==> src/logic/adcf_pkg.sv <==
`default_nettype none
package adcf_pkg;
    // frame geometry, counted in serial clock edges
    localparam int WORD_W = 16;
    localparam int CNT_W = 6;
    localparam logic [CNT_W-1:0] SHORT_FRAME_EDGES = 6'd16;
    localparam logic [CNT_W-1:0] RESULT_LOAD_EDGE = 6'd16;
    localparam logic [CNT_W-1:0] LONG_DETECT_EDGE = 6'd30;
    localparam logic [CNT_W-1:0] SHORT_MAX_EDGES = 6'd29;
    localparam logic [CNT_W-1:0] LONG_FRAME_EDGES = 6'd32;
    localparam logic [CNT_W-1:0] CNT_MAX = 6'd63;
    localparam int RES_DEFAULT = 12;

    // timing of the power-up and acquisition windows
    localparam int CLK_MHZ = 100;
    localparam int PWRUP_NS = 1000;
    localparam int ACQ_MIN_NS = 80;
    localparam int PWRUP_CYC = (PWRUP_NS * CLK_MHZ + 999) / 1000;
    localparam int ACQ_CYC = (ACQ_MIN_NS * CLK_MHZ + 999) / 1000;
    localparam int GAP_W = 8;
    localparam int HALF_DEFAULT = 8;

    // host sequencer states
    typedef enum logic [2:0] {
        ADCF_IDLE,
        ADCF_LEAD,
        ADCF_HIGH,
        ADCF_LOW,
        ADCF_GAP
    } adcf_host_state_t;

    // rising edge on which conversion ends, per resolution
    function automatic logic [CNT_W-1:0] conv_edge(input int res);
        unique case (res)
            10: conv_edge = 6'd11;
            8: conv_edge = 6'd9;
            default: conv_edge = 6'd14;
        endcase
    endfunction : conv_edge
endpackage : adcf_pkg
`default_nettype wire

==> src/logic/adcf_link_if.sv <==
`timescale 1ns/1ps
`default_nettype none
interface adcf_link_if;
    logic cs_n;
    logic sclk;
    logic power_down_request;
    logic channel_select;
    logic sdo_d;
    logic sdo_oe;
    logic sdo;

    // resolved serial data wire, pulled high while floating
    assign sdo = sdo_oe ? sdo_d : 1'b1;

    modport dev (
        input cs_n,
        input sclk,
        input power_down_request,
        input channel_select,
        output sdo_d,
        output sdo_oe
    );
    modport host (
        output cs_n,
        output sclk,
        output power_down_request,
        output channel_select,
        input sdo
    );
endinterface : adcf_link_if
`default_nettype wire

==> src/logic/adcf_dev.sv <==
`timescale 1ns/1ps
`default_nettype none
// Functional notes
// - past 16th fall, shift newest result out
// - low through 30th fall selects 32-clock mode
// - 32-clock mode pads sixteen zeros next frame
// - host may stop clock after 30th fall
// - power-down request sampled only at select rise
// - conversion ends on resolution-dependent rising edge
// - armed power-down starts at conversion end
// - host stops clock after 32nd fall
// - power-up takes 1us plus acquisition gap
// - burst host raises request before last rise
// - burst host stops clock after 16th fall
// - host keeps 16-clock frames under 30 falls
// - exit power-down on rise with request low
// - sample on select fall, MSB out, shift on falls
// - early select rise keeps 16-clock mode, output floats
// - channel select picks input pair zero or one
module adcf_dev
    import adcf_pkg::*;
#(
    parameter int RES = RES_DEFAULT
) (
    input wire logic clk_i,
    input wire logic srst_i,
    adcf_link_if.dev link,
    input wire logic [RES-1:0] ain0_i,
    input wire logic [RES-1:0] ain1_i,
    output logic conv_done_o,
    output logic [RES-1:0] result_o,
    output logic long_mode_o,
    output logic powered_down_o,
    output logic awake_o
);
    localparam logic [CNT_W-1:0] CONV_EDGE = conv_edge(RES);
    localparam logic [GAP_W-1:0] WAKE_CYC = GAP_W'(PWRUP_CYC);

    // left-justify a result into the serial word
    function automatic logic [WORD_W-1:0] align(input logic [RES-1:0] r);
        align = {r, {(WORD_W-RES){1'b0}}};
    endfunction : align

    // two-stage synchronisers for every pin from the host
    logic cs_s1_reg;
    logic cs_s2_reg;
    logic cs_prev_reg;
    logic sclk_s1_reg;
    logic sclk_s2_reg;
    logic sclk_prev_reg;
    logic pd_s1_reg;
    logic pd_s2_reg;
    logic ch_s1_reg;
    logic ch_s2_reg;

    always_ff @(posedge clk_i) begin
        if (srst_i) begin
            cs_s1_reg <= 1'b1;
            cs_s2_reg <= 1'b1;
            cs_prev_reg <= 1'b1;
            sclk_s1_reg <= 1'b0;
            sclk_s2_reg <= 1'b0;
            sclk_prev_reg <= 1'b0;
            pd_s1_reg <= 1'b0;
            pd_s2_reg <= 1'b0;
            ch_s1_reg <= 1'b0;
            ch_s2_reg <= 1'b0;
        end else begin
            cs_s1_reg <= link.cs_n;
            cs_s2_reg <= cs_s1_reg;
            cs_prev_reg <= cs_s2_reg;
            sclk_s1_reg <= link.sclk;
            sclk_s2_reg <= sclk_s1_reg;
            sclk_prev_reg <= sclk_s2_reg;
            pd_s1_reg <= link.power_down_request;
            pd_s2_reg <= pd_s1_reg;
            ch_s1_reg <= link.channel_select;
            ch_s2_reg <= ch_s1_reg;
        end
    end

    // edge detection on the synchronised pins
    wire logic cs_fall = cs_prev_reg & ~cs_s2_reg;
    wire logic cs_rise = ~cs_prev_reg & cs_s2_reg;
    wire logic sclk_rise = ~cs_s2_reg & ~sclk_prev_reg & sclk_s2_reg;
    wire logic sclk_fall = ~cs_s2_reg & sclk_prev_reg & ~sclk_s2_reg;

    // frame edge counters, saturating so long frames cannot wrap
    logic [CNT_W-1:0] rise_cnt_reg;
    logic [CNT_W-1:0] fall_cnt_reg;
    wire logic [CNT_W-1:0] rise_cnt_next = (rise_cnt_reg == CNT_MAX) ? CNT_MAX
                                           : rise_cnt_reg + 1'b1;
    wire logic [CNT_W-1:0] fall_cnt_next = (fall_cnt_reg == CNT_MAX) ? CNT_MAX
                                           : fall_cnt_reg + 1'b1;
    // a fall counts only once the first rise of the frame was seen
    wire logic shift_fall = sclk_fall & (rise_cnt_reg != '0);

    always_ff @(posedge clk_i) begin
        if (srst_i) begin
            rise_cnt_reg <= '0;
            fall_cnt_reg <= '0;
        end else if (cs_fall) begin
            rise_cnt_reg <= '0;
            fall_cnt_reg <= '0;
        end else begin
            if (sclk_rise) begin
                rise_cnt_reg <= rise_cnt_next;
            end
            if (shift_fall) begin
                fall_cnt_reg <= fall_cnt_next;
            end
        end
    end

    // sample capture and conversion end
    logic [RES-1:0] sample_reg;
    logic [RES-1:0] result_reg;
    logic conv_done_reg;
    wire logic conv_end = sclk_rise & (rise_cnt_next == CONV_EDGE);
    wire logic [RES-1:0] picked = ch_s2_reg ? ain1_i : ain0_i;

    always_ff @(posedge clk_i) begin
        if (srst_i) begin
            sample_reg <= '0;
            result_reg <= '0;
            conv_done_reg <= 1'b0;
        end else begin
            conv_done_reg <= conv_end & (rise_cnt_reg != CONV_EDGE);
            if (cs_fall) begin
                sample_reg <= picked;
            end
            if (conv_end & (rise_cnt_reg != CONV_EDGE)) begin
                result_reg <= sample_reg;
            end
        end
    end

    // frame mode: detected at the 30th fall, cleared by an early rise
    logic long_mode_reg;
    wire logic long_detect = shift_fall & (fall_cnt_next == LONG_DETECT_EDGE);
    wire logic short_keep = cs_rise & (fall_cnt_reg < SHORT_MAX_EDGES);

    always_ff @(posedge clk_i) begin
        if (srst_i) begin
            long_mode_reg <= 1'b0;
        end else if (long_detect) begin
            long_mode_reg <= 1'b1;
        end else if (short_keep) begin
            long_mode_reg <= 1'b0;
        end
    end

    // serial output shifter
    logic [WORD_W-1:0] shift_reg;
    wire logic load_result = shift_fall & (fall_cnt_next == RESULT_LOAD_EDGE);

    always_ff @(posedge clk_i) begin
        if (srst_i) begin
            shift_reg <= '0;
        end else if (cs_fall) begin
            // zeros after a long frame, else the previous result
            shift_reg <= long_mode_reg ? '0 : align(result_reg);
        end else if (load_result) begin
            shift_reg <= align(result_reg);
        end else if (shift_fall) begin
            shift_reg <= {shift_reg[WORD_W-2:0], 1'b0};
        end
    end

    // power-down arming, entry and exit
    logic pd_armed_reg;
    logic powered_down_reg;
    wire logic pd_exit = cs_rise & ~pd_s2_reg & powered_down_reg;

    always_ff @(posedge clk_i) begin
        if (srst_i) begin
            pd_armed_reg <= 1'b0;
            powered_down_reg <= 1'b0;
        end else begin
            if (cs_rise) begin
                pd_armed_reg <= pd_s2_reg;
            end
            if (pd_exit) begin
                powered_down_reg <= 1'b0;
            end else if (conv_end & pd_armed_reg & ~cs_s2_reg) begin
                powered_down_reg <= 1'b1;
            end
        end
    end

    // power-up delay after leaving power-down
    logic [GAP_W-1:0] wake_cnt_reg;

    always_ff @(posedge clk_i) begin
        if (srst_i) begin
            wake_cnt_reg <= '0;
        end else if (pd_exit) begin
            wake_cnt_reg <= WAKE_CYC;
        end else if (wake_cnt_reg != '0) begin
            wake_cnt_reg <= wake_cnt_reg - 1'b1;
        end
    end

    // pin and user outputs
    assign link.sdo_d = shift_reg[WORD_W-1];
    assign link.sdo_oe = ~cs_s2_reg;
    assign conv_done_o = conv_done_reg;
    assign result_o = result_reg;
    assign long_mode_o = long_mode_reg;
    assign powered_down_o = powered_down_reg;
    assign awake_o = ~powered_down_reg & (wake_cnt_reg == '0);
endmodule : adcf_dev
`default_nettype wire

==> src/flat_wrapper.sv <==
// flat-port wrapper written by rule: the top's interface ports become plain ports
module adcf_dev_flat import adcf_pkg::*;
#(
    parameter int RES = RES_DEFAULT
)
  (clk_i, srst_i, ain0_i, ain1_i, conv_done_o, result_o, long_mode_o, powered_down_o, awake_o, link_cs_n, link_sclk, link_power_down_request, link_channel_select, link_sdo_d, link_sdo_oe);
  adcf_link_if link_i ();
  input wire logic clk_i;
  input wire logic srst_i;
  input wire logic [RES-1:0] ain0_i;
  input wire logic [RES-1:0] ain1_i;
  output logic conv_done_o;
  output logic [RES-1:0] result_o;
  output logic long_mode_o;
  output logic powered_down_o;
  output logic awake_o;
  input wire logic [$bits(link_i.cs_n)-1:0] link_cs_n;
  input wire logic [$bits(link_i.sclk)-1:0] link_sclk;
  input wire logic [$bits(link_i.power_down_request)-1:0] link_power_down_request;
  input wire logic [$bits(link_i.channel_select)-1:0] link_channel_select;
  output wire logic [$bits(link_i.sdo_d)-1:0] link_sdo_d;
  output wire logic [$bits(link_i.sdo_oe)-1:0] link_sdo_oe;
  assign link_i.cs_n = link_cs_n;
  assign link_i.sclk = link_sclk;
  assign link_i.power_down_request = link_power_down_request;
  assign link_i.channel_select = link_channel_select;
  assign link_sdo_d = link_i.sdo_d;
  assign link_sdo_oe = link_i.sdo_oe;
  adcf_dev #(.RES(RES)) u_core (.clk_i(clk_i), .srst_i(srst_i), .link(link_i), .ain0_i(ain0_i), .ain1_i(ain1_i), .conv_done_o(conv_done_o), .result_o(result_o), .long_mode_o(long_mode_o), .powered_down_o(powered_down_o), .awake_o(awake_o));
endmodule
==> config.mk <==
export PLATFORM = sky130hd
export DESIGN_NAME = adcf_dev_flat
export DESIGN_NICKNAME = d
export VERILOG_FILES = /design/src/logic/adcf_pkg.sv /design/src/logic/adcf_link_if.sv /design/src/logic/adcf_dev.sv /design/src/flat_wrapper.sv
export SDC_FILE = /design/constraint.sdc
export NUM_CORES = 1
export LEC_CHECK = 0
export BUFFER_PORTS_ARGS = -buffer_cell sky130_fd_sc_hd__buf_2
export CORE_AREA = 5 5 90 175
export CTS_CLUSTER_DIAMETER = 40
export DETAILED_ROUTE_END_ITERATION = 12
export DIE_AREA = 0 0 95 180
export SYNTH_ARGS = -nofsm -noshare
export SYNTH_HDL_FRONTEND = slang
export SYNTH_SLANG_ARGS = --single-unit
==> constraint.sdc <==
create_clock -name clk_i -period 2.3 [get_ports clk_i]
set_input_delay 0.46 -clock clk_i [delete_from_list [all_inputs] [get_ports clk_i]]
set_output_delay 0.46 -clock clk_i [all_outputs]
set_load 0.03 [all_outputs]
# Word level (Yosys, flattened, before mapping)
# Index checks and enable logic that the tools add are counted.
totals:
  regBits: 74
  out_inout_bits: 18
  word_cells: 73
op_classes:
  n_addsub: 3
  order_cmp: 1
  n_eq_ne: 6
  n_mux: 11
  n_bitwise: 23
  reduce_logical: 8
op_table:
  columns: ["cell", "n"]
  rows:
  - ["$mux W16", 4]
  - ["$and A1 B1 Y1", 17]
  - ["$mux W7", 2]
  - ["$add A6 B1 Y6 const B", 2]
  - ["$eq A6 B5 Y1 const B", 2]
  - ["$eq A6 B6 Y1 const B", 2]
  - ["$mux W12", 1]
  - ["$mux W6", 2]
  - ["$logic_not A8 Y1", 1]
  - ["$reduce_bool A8 Y1", 1]
  - ["$sub A8 B1 Y8 const B", 1]
  - ["$eq A6 B4 Y1 const B", 1]
  - ["$lt A6 B5 Y1 const B", 1]
  - ["$ne A6 B4 Y1 const B", 1]
  - ["$not A1 Y1", 6]
  - ["$reduce_bool A6 Y1", 1]
  - ["$reduce_bool A2 Y1", 2]
  - ["$reduce_or A2 Y1", 2]
  - ["$reduce_bool A3 Y1", 1]
  - ["$mux W1", 2]

# Longest topological paths before layout
logic_depth:
  word_depth: 7
  ltp_mapped: 8
  depth_no_buf: 7

# Least setup slack after synthesis
# Ideal clock, no wire load.
synth_path:
  path_kind: "register -> output"
  from: "register u_core.wake_cnt_reg[0]"
  to: "output awake_o"
  arrival_ps: 1927
  t_required_ps: 1840
  setup_slack_ps: -87
  path_stages_with_launch: 6
  n_path_buf: 0
  path_cell_list: "dfxtp_1 inv_1 ha_1 or4b_4 or4_4 nor2_1"
synth_via:
  elab_chain_len: 2
synth_rtl:
  columns: ["element", "line", "text"]
  rows:
  - ["from (decl)", "adcf_dev.sv:192", "logic [GAP_W-1:0] wake_cnt_reg;"]
  - ["from (signal assigned)", "adcf_dev.sv:200", "wake_cnt_reg <= wake_cnt_reg - 1'b1;"]
  - ["$logic_not A8 Y1", "adcf_dev.sv:211", "assign awake_o = ~powered_down_reg & (wake_cnt_reg == '0);"]
  - ["$and A1 B1 Y1", "adcf_dev.sv:211", null]
  - ["to (decl)", "flat_wrapper.sv:16", "output logic awake_o;"]
# Every way passes these cells.

# Worst setup path in the final report
# Same ends and word-level chain as after synthesis.

==> results.json <==
{
  "cts_tree": "done",
  "drt_iter0_drc": 115,
  "yosysMostFrequentCell": "dfxtp_1",
  "ys.warnings.count": 0,
  "internal_power_uw": 2450,
  "min_period_over_period_pct": 108,
  "die_x_um": 95,
  "finalSetupTns_ps": -186,
  "ys_types": 53,
  "synth_xor_area_share_pct": 1.52,
  "min_path_type": "primary input to flip-flop",
  "synth_compound_area_share_pct": 19.6,
  "report.final.slew_viol_count": 0,
  "synth_mux_area_share_pct": 7.83,
  "root_buffer": "clkbuf_16",
  "cts_setup_buffers": 0,
  "grt_max_degree": 47,
  "maxCapViolCount": 0,
  "first_global_vias": 2937,
  "start_kind": "flip-flop",
  "ctsHtreeMaxLevel": 3,
  "nNetsFinal": 465,
  "clock_sinks": 70,
  "synth_top_family_by_area": "simple AND/OR/NAND/NOR gates",
  "crit_type": "flip-flop to primary output",
  "drcViolationCount": 0,
  "leakage_uw": 0.00151,
  "clk_path_buf_depth": 2,
  "irDropWorstVdd_mv": 0.417,
  "hold_viol": 0,
  "finalWorstSetupSlack_ps": -186,
  "wl_per_cell_um": 12.5,
  "syn_inst": 383,
  "via_per_inst": 4.62,
  "p_sw_share_pct": 27.3,
  "dieArea_um2": 17100,
  "synth_top_cell_by_area": "dfxtp_1",
  "clkLatencyLatePin_ps": 330,
  "ant_nets": 0,
  "fp.dieH_um": 180,
  "yosysSeqAreaShare_pct": 40.6,
  "synth-async-reset-ratio_pct": 0,
  "final_layout_size_suffix_gt1_share_pct": 24.9,
  "hpwl_um": 5850,
  "synthTopCellsByArea": "dfxtp_1 (41%), mux2i_1 (7.8%), nand2b_1 (5.1%)",
  "synth_commonest_cells": "dfxtp_1 (70), nand2b_1 (28), mux2i_1 (27), nor2_1 (27), nand2_1 (25)",
  "comb_power_share_pct": 18.2,
  "required_ps": 1840,
  "gp_congestion": 0.741,
  "synth_ff_type": "dfxtp_1",
  "synth_top_area_share_pct": 40.6,
  "end_kind": "primary output",
  "io_buffers": 47,
  "p_switching_uw": 920,
  "rsz0062_at_grt": "true",
  "violations": "setup timing",
  "place_inst": 610,
  "fmax_mhz": 402,
  "worst-path-max-fanout": 4,
  "seqPwrFrac_pct": 40.8,
  "design.core.area_um2": 14300,
  "ctsHoldBuffers": 0,
  "setup_viol": 1,
  "netlist_area_um2": 3450,
  "slew-limit-headroom_pct": 51.1,
  "worst_pin_slew_ps": 732,
  "wl_um": 7850,
  "area_growth_pct": 22.7,
  "dr_total_vias": 2891,
  "cts_made_buffers": 9,
  "firstDrtPassIters": 5,
  "diodes": 0,
  "status": "finished with violations",
  "fin_skew_ps": 9.39,
  "row_count": 62,
  "min_period_ps": 2490,
  "synthAdderAreaFrac_pct": 2.17,
  "num_io_pins": 48,
  "gr-total-overflow": 0,
  "antenna_found_initial": 0,
  "grtUsageTotal_pct": 9.67,
  "synth_simple_gate_area_share_pct": 22.4,
  "synth_seq_cells": 70,
  "grt_pass1_wl_um": 13300,
  "clkPwrFrac_pct": 41.0,
  "arrival_ps": 2030,
  "synth_nets": 419,
  "floorplan.initialDensity_pct": 24.2,
  "instances_no_fill": 626,
  "synth_edf_count": 0,
  "clkTransAtPathRegs_ps": 60,
  "power.density_nw_per_um2": 797,
  "syn_avg_cell_area_um2": 9.02
}
## worst max-delay path: stages (launching register included)
cell	delay (ps)
dfxtp_2	330
inv_4	70
ha_4	130
or4b_4	460
or4_4	470
nor2_4	100
buf_6	130
## cells by family after synthesis
| kind of cell | count (synthesis) |
|---|---|
| fa+ha+maj | 6 |
| simple gates | 139 |
| flops | 70 |
| compound gates | 91 |
| xor+xnor | 6 |
| mux | 27 |
| buf+inv | 44 |
## placed cells by master, fill, tap and decap left out, types with 3 or more instances in the layout
master and n:
nor3b_1 4, buf_4 11, nor2b_1 8, dfxtp_1 68, o21ai_0 18, nand2_1 25
a21oi_1 10, nor2_1 26, nor3_1 8, mux2i_1 27, a31oi_1 17, ha_1 5
o22ai_2 10, nand2b_1 28, buf_2 46, inv_1 18, xnor2_1 3, clkbuf_16 9
xor2_1 3, or2_2 4, o21ai_1 8, and2_1 3, nand3_1 9, a211oi_1 16
or3_1 3, nand4_1 4
## timing repair
action / 4_1_cts / 5_1_grt
resized for setup: 9 / 1
setup endpoints to repair: 1 / 1
endpoints found under the hold margin: 0 / 0
## power groups by stage
stage	Combinational [µW]	Sequential [µW]	Clock [µW]
2_1_floorplan	423	1380	0
3_3_place_gp	553	1390	0
3_5_place_dp	571	1400	0
4_1_cts	622	1380	1420
5_1_grt	683	1390	1460
6_report	613	1380	1380
## routing by layer
layer	routed length, µm	track usage [%]
met1	3170	10.6
met2	4040	16.1
met3	212	1.46
met4	425	7.58
met5	0	0
## layout make-up
type / instances / area, µm²
repair buffers: 59 / 344
fillers: 1550 / 10000
well taps: 192 / 240
clock buffers: 10 / 229
multi-input cells: 269 / 1870
flip-flops and latches: 70 / 1400
clock inverters: 6 / 71.3
inverters: 20 / 77.6
## final timing paths
path                                                     endpoint  slack [ps]  depth (start not counted)                                start
worst max-delay path                                      awake_o        -190                          6  u_core.wake_cnt_reg[0]$_SDFFE_PP0P_
worst min-delay path                  u_core.cs_s1_reg$_SDFF_PP1_         320                          2                            link_cs_n
worst max register to register  u_core.shift_reg[10]$_SDFFE_PP0P_         180                          7  u_core.fall_cnt_reg[1]$_SDFFE_PP0P_
worst min register to register        u_core.cs_s2_reg$_SDFF_PP1_         410                          1          u_core.cs_s1_reg$_SDFF_PP1_
## per-stage QoR
stage                     power, µW  util, %  hold slack (ps)  setup WS, ps  instance area, µm²
after floorplan                1800        -              389          44.8                3460
after global placement         1950     27.4              395          95.8                3910
after detailed placement       1970     27.4              395          37.9                3910
after CTS                      3410     29.7              307          -225                4230
after global routing           3530     29.7              329          -252                4240
final                          3370     29.7              315          -186                4240
Power figures use the tool's default switching activity.
